## src/hw/pss_pkg.sv

```systemverilog
// Purpose: shared constants and types for the program sequencer
// Assumes: 8-bit data memory map, 14-bit program words
// Notes: vectors and offsets are fixed by the instruction set
package pss_pkg;
   localparam int PC_W = 11;
   localparam int ROM_WORDS = 2048;
   localparam int ROM_W = 14;
   localparam int DATA_W = 8;
   localparam int MEM_AW = 7;
   localparam int STK_DEPTH = 4;
   localparam int STK_CNT_W = 3;
   localparam int IRQ_N = 5;
   localparam int PHASES = 4;
   localparam int TBL_CYCLES = 2;

   localparam logic [MEM_AW-1:0] OFS_PC_LOW = 7'h06;
   localparam logic [MEM_AW-1:0] OFS_TBL_PTR = 7'h07;
   localparam logic [MEM_AW-1:0] OFS_TBL_HIGH = 7'h08;

   localparam logic [PC_W-1:0] PC_RESET = 11'h000;
   localparam logic [PC_W-1:0] VEC_EXT_A = 11'h004;
   localparam logic [PC_W-1:0] VEC_EXT_B = 11'h008;
   localparam logic [PC_W-1:0] VEC_TIMER = 11'h00C;
   localparam logic [PC_W-1:0] VEC_TIME_BASE = 11'h010;
   localparam logic [PC_W-1:0] VEC_RTC = 11'h014;
   localparam logic [2:0] LAST_PAGE = 3'h7;

   localparam logic [DATA_W-1:0] TBL_PTR_RESET = 8'h00;
   localparam logic [DATA_W-1:0] TBL_HIGH_RESET = 8'h00;

   typedef enum logic [2:0] {
      OP_NONE = 3'h0,
      OP_JUMP = 3'h1,
      OP_CALL = 3'h2,
      OP_SUBROUTINE_RETURN = 3'h3,
      OP_INTERRUPT_RETURN = 3'h4,
      OP_SKIP = 3'h5,
      OP_TABLE_READ_CURRENT_PAGE = 3'h6,
      OP_TABLE_READ_LAST_PAGE = 3'h7
   } pss_op_type;

   // one decoded instruction, valid while exec_valid is high
   typedef struct packed {
      pss_op_type op;
      logic [PC_W-1:0] target;
      logic skip_true;
   } pss_cmd_type;

   typedef enum logic [3:0] {
      PH_FETCH = 4'h1,
      PH_DECODE = 4'h2,
      PH_EXEC = 4'h4,
      PH_WRITE = 4'h8
   } pss_phase_type;
endpackage

```

## src/hw/pss_return_stack.sv

```systemverilog
// Purpose: circular return-address stack
// Assumes: push and pop never in the same cycle
// Notes: push when full overwrites the oldest entry
`timescale 1ns/10ps
module pss_return_stack #(
   parameter int DEPTH = 4,
   parameter int WIDTH = 11,
   parameter int CNT_W = 3
) (
   input wire logic clk,
   input wire logic rstn,
   input wire logic push,
   input wire logic pop,
   input wire logic [WIDTH-1:0] push_data,
   output logic [WIDTH-1:0] top_data,
   output logic full,
   output logic [CNT_W-1:0] level
);
   localparam int PW = $clog2(DEPTH);
   localparam logic [PW-1:0] PTR_MAX = PW'(DEPTH - 1);
   localparam logic [CNT_W-1:0] CNT_MAX = CNT_W'(DEPTH);
   logic [WIDTH-1:0] mem_q [DEPTH];
   logic [PW-1:0] ptr_q;
   logic [CNT_W-1:0] cnt_q;
   logic [PW-1:0] below;

   assign below = (ptr_q == '0) ? PTR_MAX : ptr_q - 1'b1;
   assign top_data = mem_q[below];
   assign full = (cnt_q == CNT_MAX);
   assign level = cnt_q;

   always_ff @(posedge clk or negedge rstn) begin
      if (!rstn) begin
         for (int i = 0; i < DEPTH; i++) begin
            mem_q[i] <= '0;
         end
      end else if (push) begin
         mem_q[ptr_q] <= push_data;
      end
   end

   // reset leaves the index at the top of an empty stack
   always_ff @(posedge clk or negedge rstn) begin
      if (!rstn) begin
         ptr_q <= '0;
         cnt_q <= '0;
      end else if (push) begin
         ptr_q <= (ptr_q == PTR_MAX) ? '0 : ptr_q + 1'b1;
         cnt_q <= full ? cnt_q : cnt_q + 1'b1;
      end else if (pop && cnt_q != '0) begin
         ptr_q <= below;
         cnt_q <= cnt_q - 1'b1;
      end
   end
endmodule // pss_return_stack

```

## src/hw/pss_sequencer.sv

```systemverilog
// Purpose: program counter, fetch pipeline, table reads, return stack
// Assumes: decode presents cmd for instr_word while exec_valid is high
// Notes: apart from the phase counter and the tbl_wr strobe, state changes happen on cycle_end, the last phase
`timescale 1ns/10ps
// Function
// - program counter is 11 bits wide, reaching all 2048 words.
// - counter steps by one after every instruction fetch.
// - true skip discards the prefetched word, inserting a dummy cycle.
// - write to low-byte register replaces bits 7..0, keeps 10..8.
// - reset clears the counter to 000H.
// - enabled first external interrupt loads 004H when stack not full.
// - enabled second external interrupt loads 008H when stack not full.
// - enabled timer overflow interrupt loads 00CH when stack not full.
// - enabled time base interrupt loads 010H when stack not full.
// - enabled real time clock interrupt loads 014H when stack not full.
// - jump and call load all eleven bits from the instruction.
// - every counter reload costs one extra dummy cycle.
// - program memory is 2048 by 14, addressed by counter or table.
// - current-page table read uses counter bits 10..8 plus pointer.
// - last-page table read forces upper three address bits to ones.
// - table low byte to data memory, upper six to high-byte register.
// - high-byte register read-only; pointer at 07H read and write.
// - each table read takes two instruction cycles.
// - four-level return stack, hidden from software.
// - call or interrupt pushes counter; returns restore it.
// - reset sets the stack index to the top of the stack.
// - full stack holds pending interrupts until a return pops.
// - call on a full stack overwrites the oldest entry.
// - four clocks per instruction cycle, fetch overlapping execute.
module pss_sequencer (
   input wire logic clk,
   input wire logic rstn,
   output logic [pss_pkg::PC_W-1:0] rom_addr,
   input wire logic [pss_pkg::ROM_W-1:0] rom_data,
   output logic [pss_pkg::ROM_W-1:0] instr_word,
   output logic exec_valid,
   output logic cycle_end,
   input wire pss_pkg::pss_cmd_type cmd,
   input wire logic [pss_pkg::MEM_AW-1:0] mem_addr,
   input wire logic mem_wr,
   input wire logic [pss_pkg::DATA_W-1:0] mem_wdata,
   output logic [pss_pkg::DATA_W-1:0] mem_rdata,
   output logic mem_hit,
   output logic tbl_wr,
   output logic [pss_pkg::DATA_W-1:0] tbl_wr_data,
   input wire logic [pss_pkg::IRQ_N-1:0] irq_req,
   output logic [pss_pkg::IRQ_N-1:0] irq_ack,
   output logic [pss_pkg::PC_W-1:0] instruction_pointer,
   output logic stack_full,
   output logic [pss_pkg::STK_CNT_W-1:0] stack_index
);
   import pss_pkg::*;

   pss_phase_type phase_q;
   logic [PC_W-1:0] pc_q;
   logic [PC_W-1:0] pc_d;
   logic [ROM_W-1:0] instr_q;
   logic instr_valid_q;
   logic tbl_busy_q;
   logic tbl_last_q;
   logic [DATA_W-1:0] tbl_ptr_q;
   logic [DATA_W-1:0] tbl_high_q;
   logic tbl_wr_q;
   logic [DATA_W-1:0] tbl_wr_data_q;
   logic [PC_W-1:0] tbl_addr;
   logic [PC_W-1:0] stack_top;
   logic [PC_W-1:0] vec;
   logic [IRQ_N-1:0] irq_pick;
   logic last;
   logic do_jump;
   logic do_call;
   logic do_ret;
   logic do_skip;
   logic do_tbl;
   logic pcl_wr;
   logic table_pointer_wr;
   logic busy_xfer;
   logic take_irq;
   logic push;
   logic pop;

   // ---------------- instruction cycle phases
   assign last = (phase_q == PH_WRITE);
   assign cycle_end = last;

   always_ff @(posedge clk or negedge rstn) begin
      if (!rstn) begin
         phase_q <= PH_FETCH;
      end else begin
         case (phase_q)
            PH_FETCH: phase_q <= PH_DECODE;
            PH_DECODE: phase_q <= PH_EXEC;
            PH_EXEC: phase_q <= PH_WRITE;
            PH_WRITE: phase_q <= PH_FETCH;
            default: phase_q <= PH_FETCH;
         endcase
      end
   end

   // ---------------- decoded control for the executing slot
   // a dummy slot or the second table cycle ignores whatever decode shows
   assign exec_valid = instr_valid_q && !tbl_busy_q;
   assign do_jump = exec_valid && cmd.op == OP_JUMP;
   assign do_call = exec_valid && cmd.op == OP_CALL;
   assign do_ret = exec_valid
      && (cmd.op == OP_SUBROUTINE_RETURN || cmd.op == OP_INTERRUPT_RETURN);
   assign do_skip = exec_valid && cmd.op == OP_SKIP && cmd.skip_true;
   assign do_tbl = exec_valid
      && (cmd.op == OP_TABLE_READ_CURRENT_PAGE || cmd.op == OP_TABLE_READ_LAST_PAGE);
   assign pcl_wr = mem_wr && mem_addr == OFS_PC_LOW;
   assign table_pointer_wr = mem_wr && mem_addr == OFS_TBL_PTR;
   assign busy_xfer = do_jump || do_call || do_ret || do_skip || do_tbl
      || pcl_wr || tbl_busy_q;

   // ---------------- interrupt acknowledge
   // lowest request index wins; enable and flag logic sit outside
   always_comb begin
      irq_pick = '0;
      for (int i = IRQ_N - 1; i >= 0; i--) begin
         if (irq_req[i]) begin
            irq_pick = '0;
            irq_pick[i] = 1'b1;
         end
      end
   end

   always_comb begin
      case (irq_pick)
         5'h01: vec = VEC_EXT_A;
         5'h02: vec = VEC_EXT_B;
         5'h04: vec = VEC_TIMER;
         5'h08: vec = VEC_TIME_BASE;
         5'h10: vec = VEC_RTC;
         default: vec = PC_RESET;
      endcase
   end

   // full stack: request stays pending outside until a return frees a slot
   assign take_irq = last && (|irq_req) && !stack_full && !busy_xfer;
   assign irq_ack = take_irq ? irq_pick : '0;

   // ---------------- return stack
   // pc_q already holds the address after the executing word
   assign push = last && (do_call || take_irq);
   assign pop = last && do_ret;

   pss_return_stack #(
      .DEPTH(STK_DEPTH),
      .WIDTH(PC_W),
      .CNT_W(STK_CNT_W)
   ) u_stack (
      .clk(clk),
      .rstn(rstn),
      .push(push),
      .pop(pop),
      .push_data(pc_q),
      .top_data(stack_top),
      .full(stack_full),
      .level(stack_index)
   );

   // ---------------- program counter
   always_comb begin
      pc_d = pc_q;
      if (last && !tbl_busy_q) begin
         if (take_irq) begin
            pc_d = vec;
         end else if (do_call || do_jump) begin
            pc_d = cmd.target;
         end else if (do_ret) begin
            pc_d = stack_top;
         end else if (pcl_wr) begin
            pc_d = {pc_q[PC_W-1:DATA_W], mem_wdata};
         end else begin
            // a true skip also steps here; the drop happens below
            pc_d = pc_q + 1'b1;
         end
      end
   end

   always_ff @(posedge clk or negedge rstn) begin
      if (!rstn) begin
         pc_q <= PC_RESET;
      end else begin
         pc_q <= pc_d;
      end
   end

   assign instruction_pointer = pc_q;

   // ---------------- fetch pipeline
   // fetch of word pc_q overlaps execution of instr_q
   always_ff @(posedge clk or negedge rstn) begin
      if (!rstn) begin
         instr_q <= '0;
      end else if (last && !tbl_busy_q) begin
         instr_q <= rom_data;
      end
   end

   // any reload or true skip turns the next slot into a dummy cycle
   always_ff @(posedge clk or negedge rstn) begin
      if (!rstn) begin
         instr_valid_q <= 1'b0;
      end else if (last && !tbl_busy_q) begin
         instr_valid_q <= !(take_irq || do_call || do_jump || do_ret
            || pcl_wr || do_skip);
      end
   end

   assign instr_word = instr_q;

   // ---------------- table read
   // second cycle borrows the rom port, so no fetch and no pc step then
   always_ff @(posedge clk or negedge rstn) begin
      if (!rstn) begin
         tbl_busy_q <= 1'b0;
         tbl_last_q <= 1'b0;
      end else if (last) begin
         tbl_busy_q <= do_tbl;
         if (do_tbl) begin
            tbl_last_q <= (cmd.op == OP_TABLE_READ_LAST_PAGE);
         end
      end
   end

   assign tbl_addr = {tbl_last_q ? LAST_PAGE : pc_q[PC_W-1:DATA_W], tbl_ptr_q};
   assign rom_addr = tbl_busy_q ? tbl_addr : pc_q;

   always_ff @(posedge clk or negedge rstn) begin
      if (!rstn) begin
         tbl_wr_q <= 1'b0;
         tbl_wr_data_q <= '0;
         tbl_high_q <= TBL_HIGH_RESET;
      end else begin
         tbl_wr_q <= last && tbl_busy_q;
         if (last && tbl_busy_q) begin
            tbl_wr_data_q <= rom_data[DATA_W-1:0];
            tbl_high_q <= {2'b00, rom_data[ROM_W-1:DATA_W]};
         end
      end
   end

   assign tbl_wr = tbl_wr_q;
   assign tbl_wr_data = tbl_wr_data_q;

   // ---------------- register file
   always_ff @(posedge clk or negedge rstn) begin
      if (!rstn) begin
         tbl_ptr_q <= TBL_PTR_RESET;
      end else if (last && table_pointer_wr) begin
         tbl_ptr_q <= mem_wdata;
      end
   end

   // high byte has no write path; stack is not mapped at all
   always_comb begin
      mem_hit = 1'b1;
      case (mem_addr)
         OFS_PC_LOW: mem_rdata = pc_q[DATA_W-1:0];
         OFS_TBL_PTR: mem_rdata = tbl_ptr_q;
         OFS_TBL_HIGH: mem_rdata = tbl_high_q;
         default: begin
            mem_rdata = '0;
            mem_hit = 1'b0;
         end
      endcase
   end
endmodule // pss_sequencer

```

## config.mk

```make
export PLATFORM = sky130hd
export DESIGN_NAME = pss_sequencer
export DESIGN_NICKNAME = d
export VERILOG_FILES = /design/src/hw/pss_pkg.sv /design/src/hw/pss_return_stack.sv /design/src/hw/pss_sequencer.sv
export SDC_FILE = /design/constraint.sdc
export NUM_CORES = 1
export LEC_CHECK = 0
export ABC_AREA = 1
export BUFFER_PORTS_ARGS = -buffer_cell sky130_fd_sc_hd__buf_2
export CAP_MARGIN = 20
export CORE_MARGIN = 5
export CORE_UTILIZATION = 49
export DETAILED_ROUTE_END_ITERATION = 8
export GPL_TIMING_DRIVEN = 1
export PLACE_DENSITY = 0.76
export SYNTH_ARGS = -nofsm -noshare
export SYNTH_HDL_FRONTEND = slang
export SYNTH_SLANG_ARGS = --single-unit
```

## constraint.sdc

```tcl
create_clock -name clk -period 2 [get_ports clk]
set_input_delay 0.1 -clock clk [delete_from_list [all_inputs] [get_ports clk]]
set_output_delay 0.1 -clock clk [all_outputs]
set_load 0.05 [all_outputs]
```

Yosys cells after proc, flatten, opt, wreduce, memory -nomap -nowiden
Index checks and enable logic that the tools add are counted.

storage, ports and cells
  register bits after elaboration = 104
  bits in latches = 0
  bits in writable memories = 0
  bits in read-only memories = 0
  input port bits = 52
  word-level logic and storage cells = 123
  memories kept = 0

operators by class
  $add $sub $neg = 5
  $mul = 0
  divide/modulo/power cells = 0
  magnitude comparators = 3
  eq/ne operators = 23
  shift-type cells = 0
  multiplexer cells = 29
  bitwise gates (word level) = 2
  reduce and logical (&&, ||, !) cells = 44

operators with widths
  kind                   count
  $mux 11                8
  $bwmux 44              1
  $mux 5                 6
  $pmux 5 s5             1
  $pmux 8 s3             1
  $bmux 11 s2            1
  $demux 11 s2           1
  $logic_and 1x1->1      19
  $eq 3x3->1 const B     5
  $eq 7x3->1 const B     2
  $logic_or 1x1->1       13
  $mux 3                 4
  $pmux 4 s3             1
  $add 11x1->11 const B  1
  $mux 2                 4
  $eq 7x4->1 const B     1
  $eq 3x2->1 const B     2
  $ge 3x3->1 const B     2
  $not 2->3              2
  $reduce_and 2->1       3
  $eq 5x1->1 const B     1
  $eq 5x2->1 const B     1
  $eq 5x3->1 const B     1
  $eq 5x4->1 const B     1
  21 further kinds       24

Longest topological paths before layout
  depth in word-level cells = 17
  mapped depth = 20

Modules after synthesis
Synthesis repeated with hierarchy kept, for this count alone.

unflattened totals
  cell total of the unflattened synthesis = 696
  area total of the unflattened synthesis = 5456.5 um^2

modules (own cells, without submodules)
  module            instances  cells an instance  area each (um^2)  seq. area each (um^2)
  pss_sequencer     1          431                3178.0            1377.6
  pss_return_stack  1          265                2278.4            1226.2

Least setup slack after synthesis
OpenSTA, ideal clock, no wires.

  kind = flip-flop to flip-flop
  start point = register u_stack.cnt_q[0] (netlist: u_stack.level[0])
  end point = register pc_q[3] (netlist: instruction_pointer[3])
  library setup time = 0.077 ns
  arrival time = 2.297 ns
  data required time = 1.923 ns
  slack = -0.374 ns
  stages on the path, launching flop included = 10
  buffers on the path = 0
  path through = dfrtp_1 -> inv_1 -> nand3_1 -> nand3_1 -> nor2_4 -> nand2_4 -> nor2_1 -> nand3b_1 -> nor2_1 -> a21oi_1

on the way
  longest elaborated chain between the ends = 5

RTL lines
  item                            RTL line                text
  from (decl)                     pss_return_stack.sv:24  logic [CNT_W-1:0] cnt_q;
  from (signal assigned)          pss_return_stack.sv:49  cnt_q <= full ? cnt_q : cnt_q + 1'b1;
  from (signal assigned)          pss_return_stack.sv:52  cnt_q <= cnt_q - 1'b1;
  $eq 3x3->1                      pss_return_stack.sv:29  assign full = (cnt_q == CNT_MAX);
  $logic_not 1->1                 pss_sequencer.sv:139    assign take_irq = last && (|irq_req) && !stack_full && !busy_xfer;
  $logic_and 1x1->1 (2 in a row)  pss_sequencer.sv:139
  $mux 11                         pss_sequencer.sv:166    if (take_irq) begin
  to (signal assigned)            pss_sequencer.sv:185    pc_q <= pc_d;
  to (decl)                       pss_sequencer.sv:55     logic [PC_W-1:0] pc_q;

Every way passes these cells.
A chain may end at the register's enable or synchronous reset.

Worst setup path after layout
  start point = register instr_valid_q
  end point = output port irq_ack[1] (netlist name)

on the way
  longest elaborated chain between the ends = 11
  elaborated cells between the ends (all ways) = 16

RTL lines
  item                                         RTL line                                    text
  from (decl)                                  pss_sequencer.sv:58                         logic instr_valid_q;
  from (signal assigned)                       pss_sequencer.sv:206                        instr_valid_q <= !(take_irq || do_call || do_jump || do_ret
  $logic_and 1x1->1 (*)                        pss_sequencer.sv:102                        assign exec_valid = instr_valid_q && !tbl_busy_q;
  $logic_and 1x1->1, on equally long branches  pss_sequencer.sv:104, pss_sequencer.sv:103
  $logic_or 1x1->1 (3 in a row)                pss_sequencer.sv:112                        assign busy_xfer = do_jump || do_call || do_ret || do_skip || do_tbl
  $logic_or 1x1->1 (*)                         pss_sequencer.sv:112
  $logic_or 1x1->1 (*) (2 in a row)            pss_sequencer.sv:113                        || pcl_wr || tbl_busy_q;
  $logic_not 1->1 (*)                          pss_sequencer.sv:139
  $logic_and 1x1->1 (*)                        pss_sequencer.sv:139
  $mux 5 (*)                                   pss_sequencer.sv:140                        assign irq_ack = take_irq ? irq_pick : '0;
  to (decl)                                    pss_sequencer.sv:47                         output logic [pss_pkg::IRQ_N-1:0] irq_ack,

Mark *: on every way between the ends. The rest lies on a longest branch, timed or not.

==> impl_metrics.ini <==
[logic_synthesis]
synth_ff_type = dfrtp_1
ys_seq_area_share_pct = 48.22
synth-seq-cells = 104
syn_area_per_cell_um2 = 8.219
syn_inst = 657
synth_nets = 715
synthDistinctLibCells = 42
synth_area_mm2 = 0.005400
async_flop_share_pct = 100.0
yosys_warnings = 0
synth_edf_count = 0

[global_routing]
grt_max_degree = 48
antenna_found_initial = 0
first_global_vias = 5082
grt_overflow = 0
track_usage_pct = 23.81
grt_pass1_wl_um = 25030

[routing]
drc = 0
postRouteWirelength_um = 16040
routedWlPerCell_um = 16.38
drtAntennaViolNets = 0
firstDrtPassIters = 5
viasPerCell = 5.391
num_vias = 5278
first_iter_violations = 319

[placed_design]
port_buffers = 116
placed_area_mm2 = 0.006310
gp_congestion = 0.8872
hpwl_um = 11230

[floorplan]
core_area_mm2 = 0.01084
fp-row-count = 38
die_w_um = 115.0
die_area_mm2 = 0.01322
die_y_um = 115.0
num_io_pins = 117
start_util_pct = 49.82

[worst_setup_path]
cp.required_ps = 1900
slowest_stage = dfrtp_1
cp_cell_sequence = inv_1, nor2_8, nand2_1, nand3_2, nor2_4, nand2_4, buf_8, inv_6, nand3_4, inv_2, buf_8
crit_family = buffers and inverters
cp_common_cell = buf_8
critPathCaptureType = primary output
cp_slowest_stage_delay_ps = 400
start_kind = register
crit_fanout = 8
path_buf_inv = 5
criticalPathCategory = register to primary output
arrival_ps = 1930

[sta]
worst_pin_slew_ps = 685.4
timing.setup.tns_ps = -34.22
fin_crit_ps = 2028
rsz0062_at_grt = true
relSlewSlack_pct = 54.30
fmax_mhz = 493.1
setup_viol = 3
slew_violations = 0
min_period_over_period_pct = 101.4
finClkSkew_ps = 17.79
finalHoldViolCount = 0
setup_ws_ps = -27.84
whs_ps = 24.01

[cts]
clockRootBuffer = clkbuf_8
max-clock-path-buffers = 2
clk_latency_ps = 390
cts_buffers = 9
clock-sinks = 104
cts_htree_levels = 3
path_clk_slew_ps = 100
cts_tree = yes

[power_and_ir_drop]
vdd_drop_max_uv = 1228
p_total_w = 0.008983
leakagePower_nw = 3.544
pwr_density_cell_mw_per_mm2 = 1259

[finish]
final_common_cell = nand2_1
final_cell_area_mm2 = 0.007133
fin_nets = 892
diodes = 0
most-common-layout-cells = nand2_1 (173), buf_2 (110), dfrtp_1 (97), o21ai_0 (61)
post-route-util_pct = 65.80
syn_to_final_growth_pct = 32.09
drive_above_1_share_pct = 30.15
fillers = 851

[min_path]
hold_path.class = input port to register

[outcome]
violations = negative setup slack
status = finished with violations

[run]
max_cap_viol_count = 0
-- power breakdown --
group          switching (W)  leakage (nW)  total (W)  internal, W
sequential          0.000430          1.35    0.00316      0.00273
clock               0.000831        0.0981    0.00133     0.000494
combinational        0.00300          2.10    0.00450      0.00150
total                0.00426          3.54    0.00898      0.00472
-- what timing repair did --
item                                    in CTS  in global routing
hold endpoints to repair                    80                  1
resized for setup                           23                 32
gates cloned                                 0                  2
pin swaps                                    2                 19
endpoints found under the setup margin      12                 76
hold buffers                                23                  1
buffers inserted                             5                 13
-- final timing paths --
| kind | start | to | slack (ps) | cells after the start |
|---|---|---|---|---|
| min in group asynchronous | rstn | instruction_pointer[10] | 290 | 2 |
| worst max register to register | phase_q[1] | instruction_pointer[7] | 20 | 11 |
| worst min-delay path | cmd[1] | instruction_pointer[0] | 20 | 3 |
| worst min register to register | u_stack.mem_q[15] | u_stack.mem_q[15] | 490 | 2 |
| max in group asynchronous | rstn | u_stack.mem_q[23] | 1020 | 3 |
| worst max-delay path | instr_valid_q | irq_ack[1] | -30 | 11 |
-- metrics by stage --
step                      setup slack [ps]  cells
after floorplan                     -10.41    657
after global placement               71.59    919
after detailed placement            -32.64    919
after CTS                           -39.19    963
after global routing                -126.6    979
final                               -27.84    979
-- cell families after synthesis --
group | Yosys count | share of synthesized area [%]
xor gates and xnor gates | 5 | 0.8109
and+or+nand+nor | 273 | 22.71
AOI/OAI and AO/OA | 169 | 17.72
buffers and inverters | 95 | 8.109
DFF | 104 | 48.22
muxes | 5 | 1.043
adders and majority gates | 6 | 1.390
-- cells in the mapped netlist, types with 7 or more instances --
| master | number | area (um^2) |
|---|---|---|
| nand2_1 | 177 | 664.4 |
| dfrtp_1 | 103 | 2577 |
| o21ai_0 | 74 | 370.4 |
| inv_1 | 62 | 232.7 |
| o21ai_1 | 42 | 210.2 |
| nor2_1 | 39 | 146.4 |
| nand3_1 | 25 | 125.1 |
| a21oi_1 | 18 | 90.09 |
| o221ai_1 | 11 | 96.34 |
| clkbuf_1 | 10 | 37.54 |
| buf_6 | 9 | 101.4 |
| o21ai_2 | 8 | 70.07 |
| nand2_4 | 7 | 78.83 |
-- cell type report --
class | count | area [um^2] | share of cell area [%]
sequential | 104 | 2611 | 36.61
clock inverter | 7 | 75.07 | 1.052
tap | 140 | 175.2 | 2.456
multi-input combinational | 459 | 2564 | 35.94
inverter | 70 | 276.5 | 3.877
timing repair buffer | 190 | 1308 | 18.33
clock buffer | 9 | 123.9 | 1.737
-- state kept, by name, indices dropped and copies added (netlist names) --
register	flops
u_stack.mem_q	44
instr_word	14
instruction_pointer	11
tbl_ptr_q	8
tbl_wr_data	8
tbl_high_q	6
phase_q	4
u_stack.level	3
u_stack.ptr_q	2
instr_valid_q	1
tbl_busy_q	1
tbl_last_q	1
tbl_wr	1
-- worst reg2reg max path: cells and delay by family (launching register included) --
family | cells | cell delay [ps]
buf+inv | 5 | 650
simple gates | 4 | 560
flops | 1 | 410
compound gates | 2 | 300
-- metal layers --
| metal | track usage (%) | share of wire, % | vias to the layer above |
|---|---|---|---|
| met4 | 8.138 | 1.9 | 0 |
| li1 | - | - | 2533 |
| met1 | 30.29 | 41 | 2515 |
| met5 | 0 | 0 | - |
| met2 | 39.58 | 50 | 199 |
| met3 | 6.211 | 7.4 | 31 |
(Power assumes the default switching activity.)
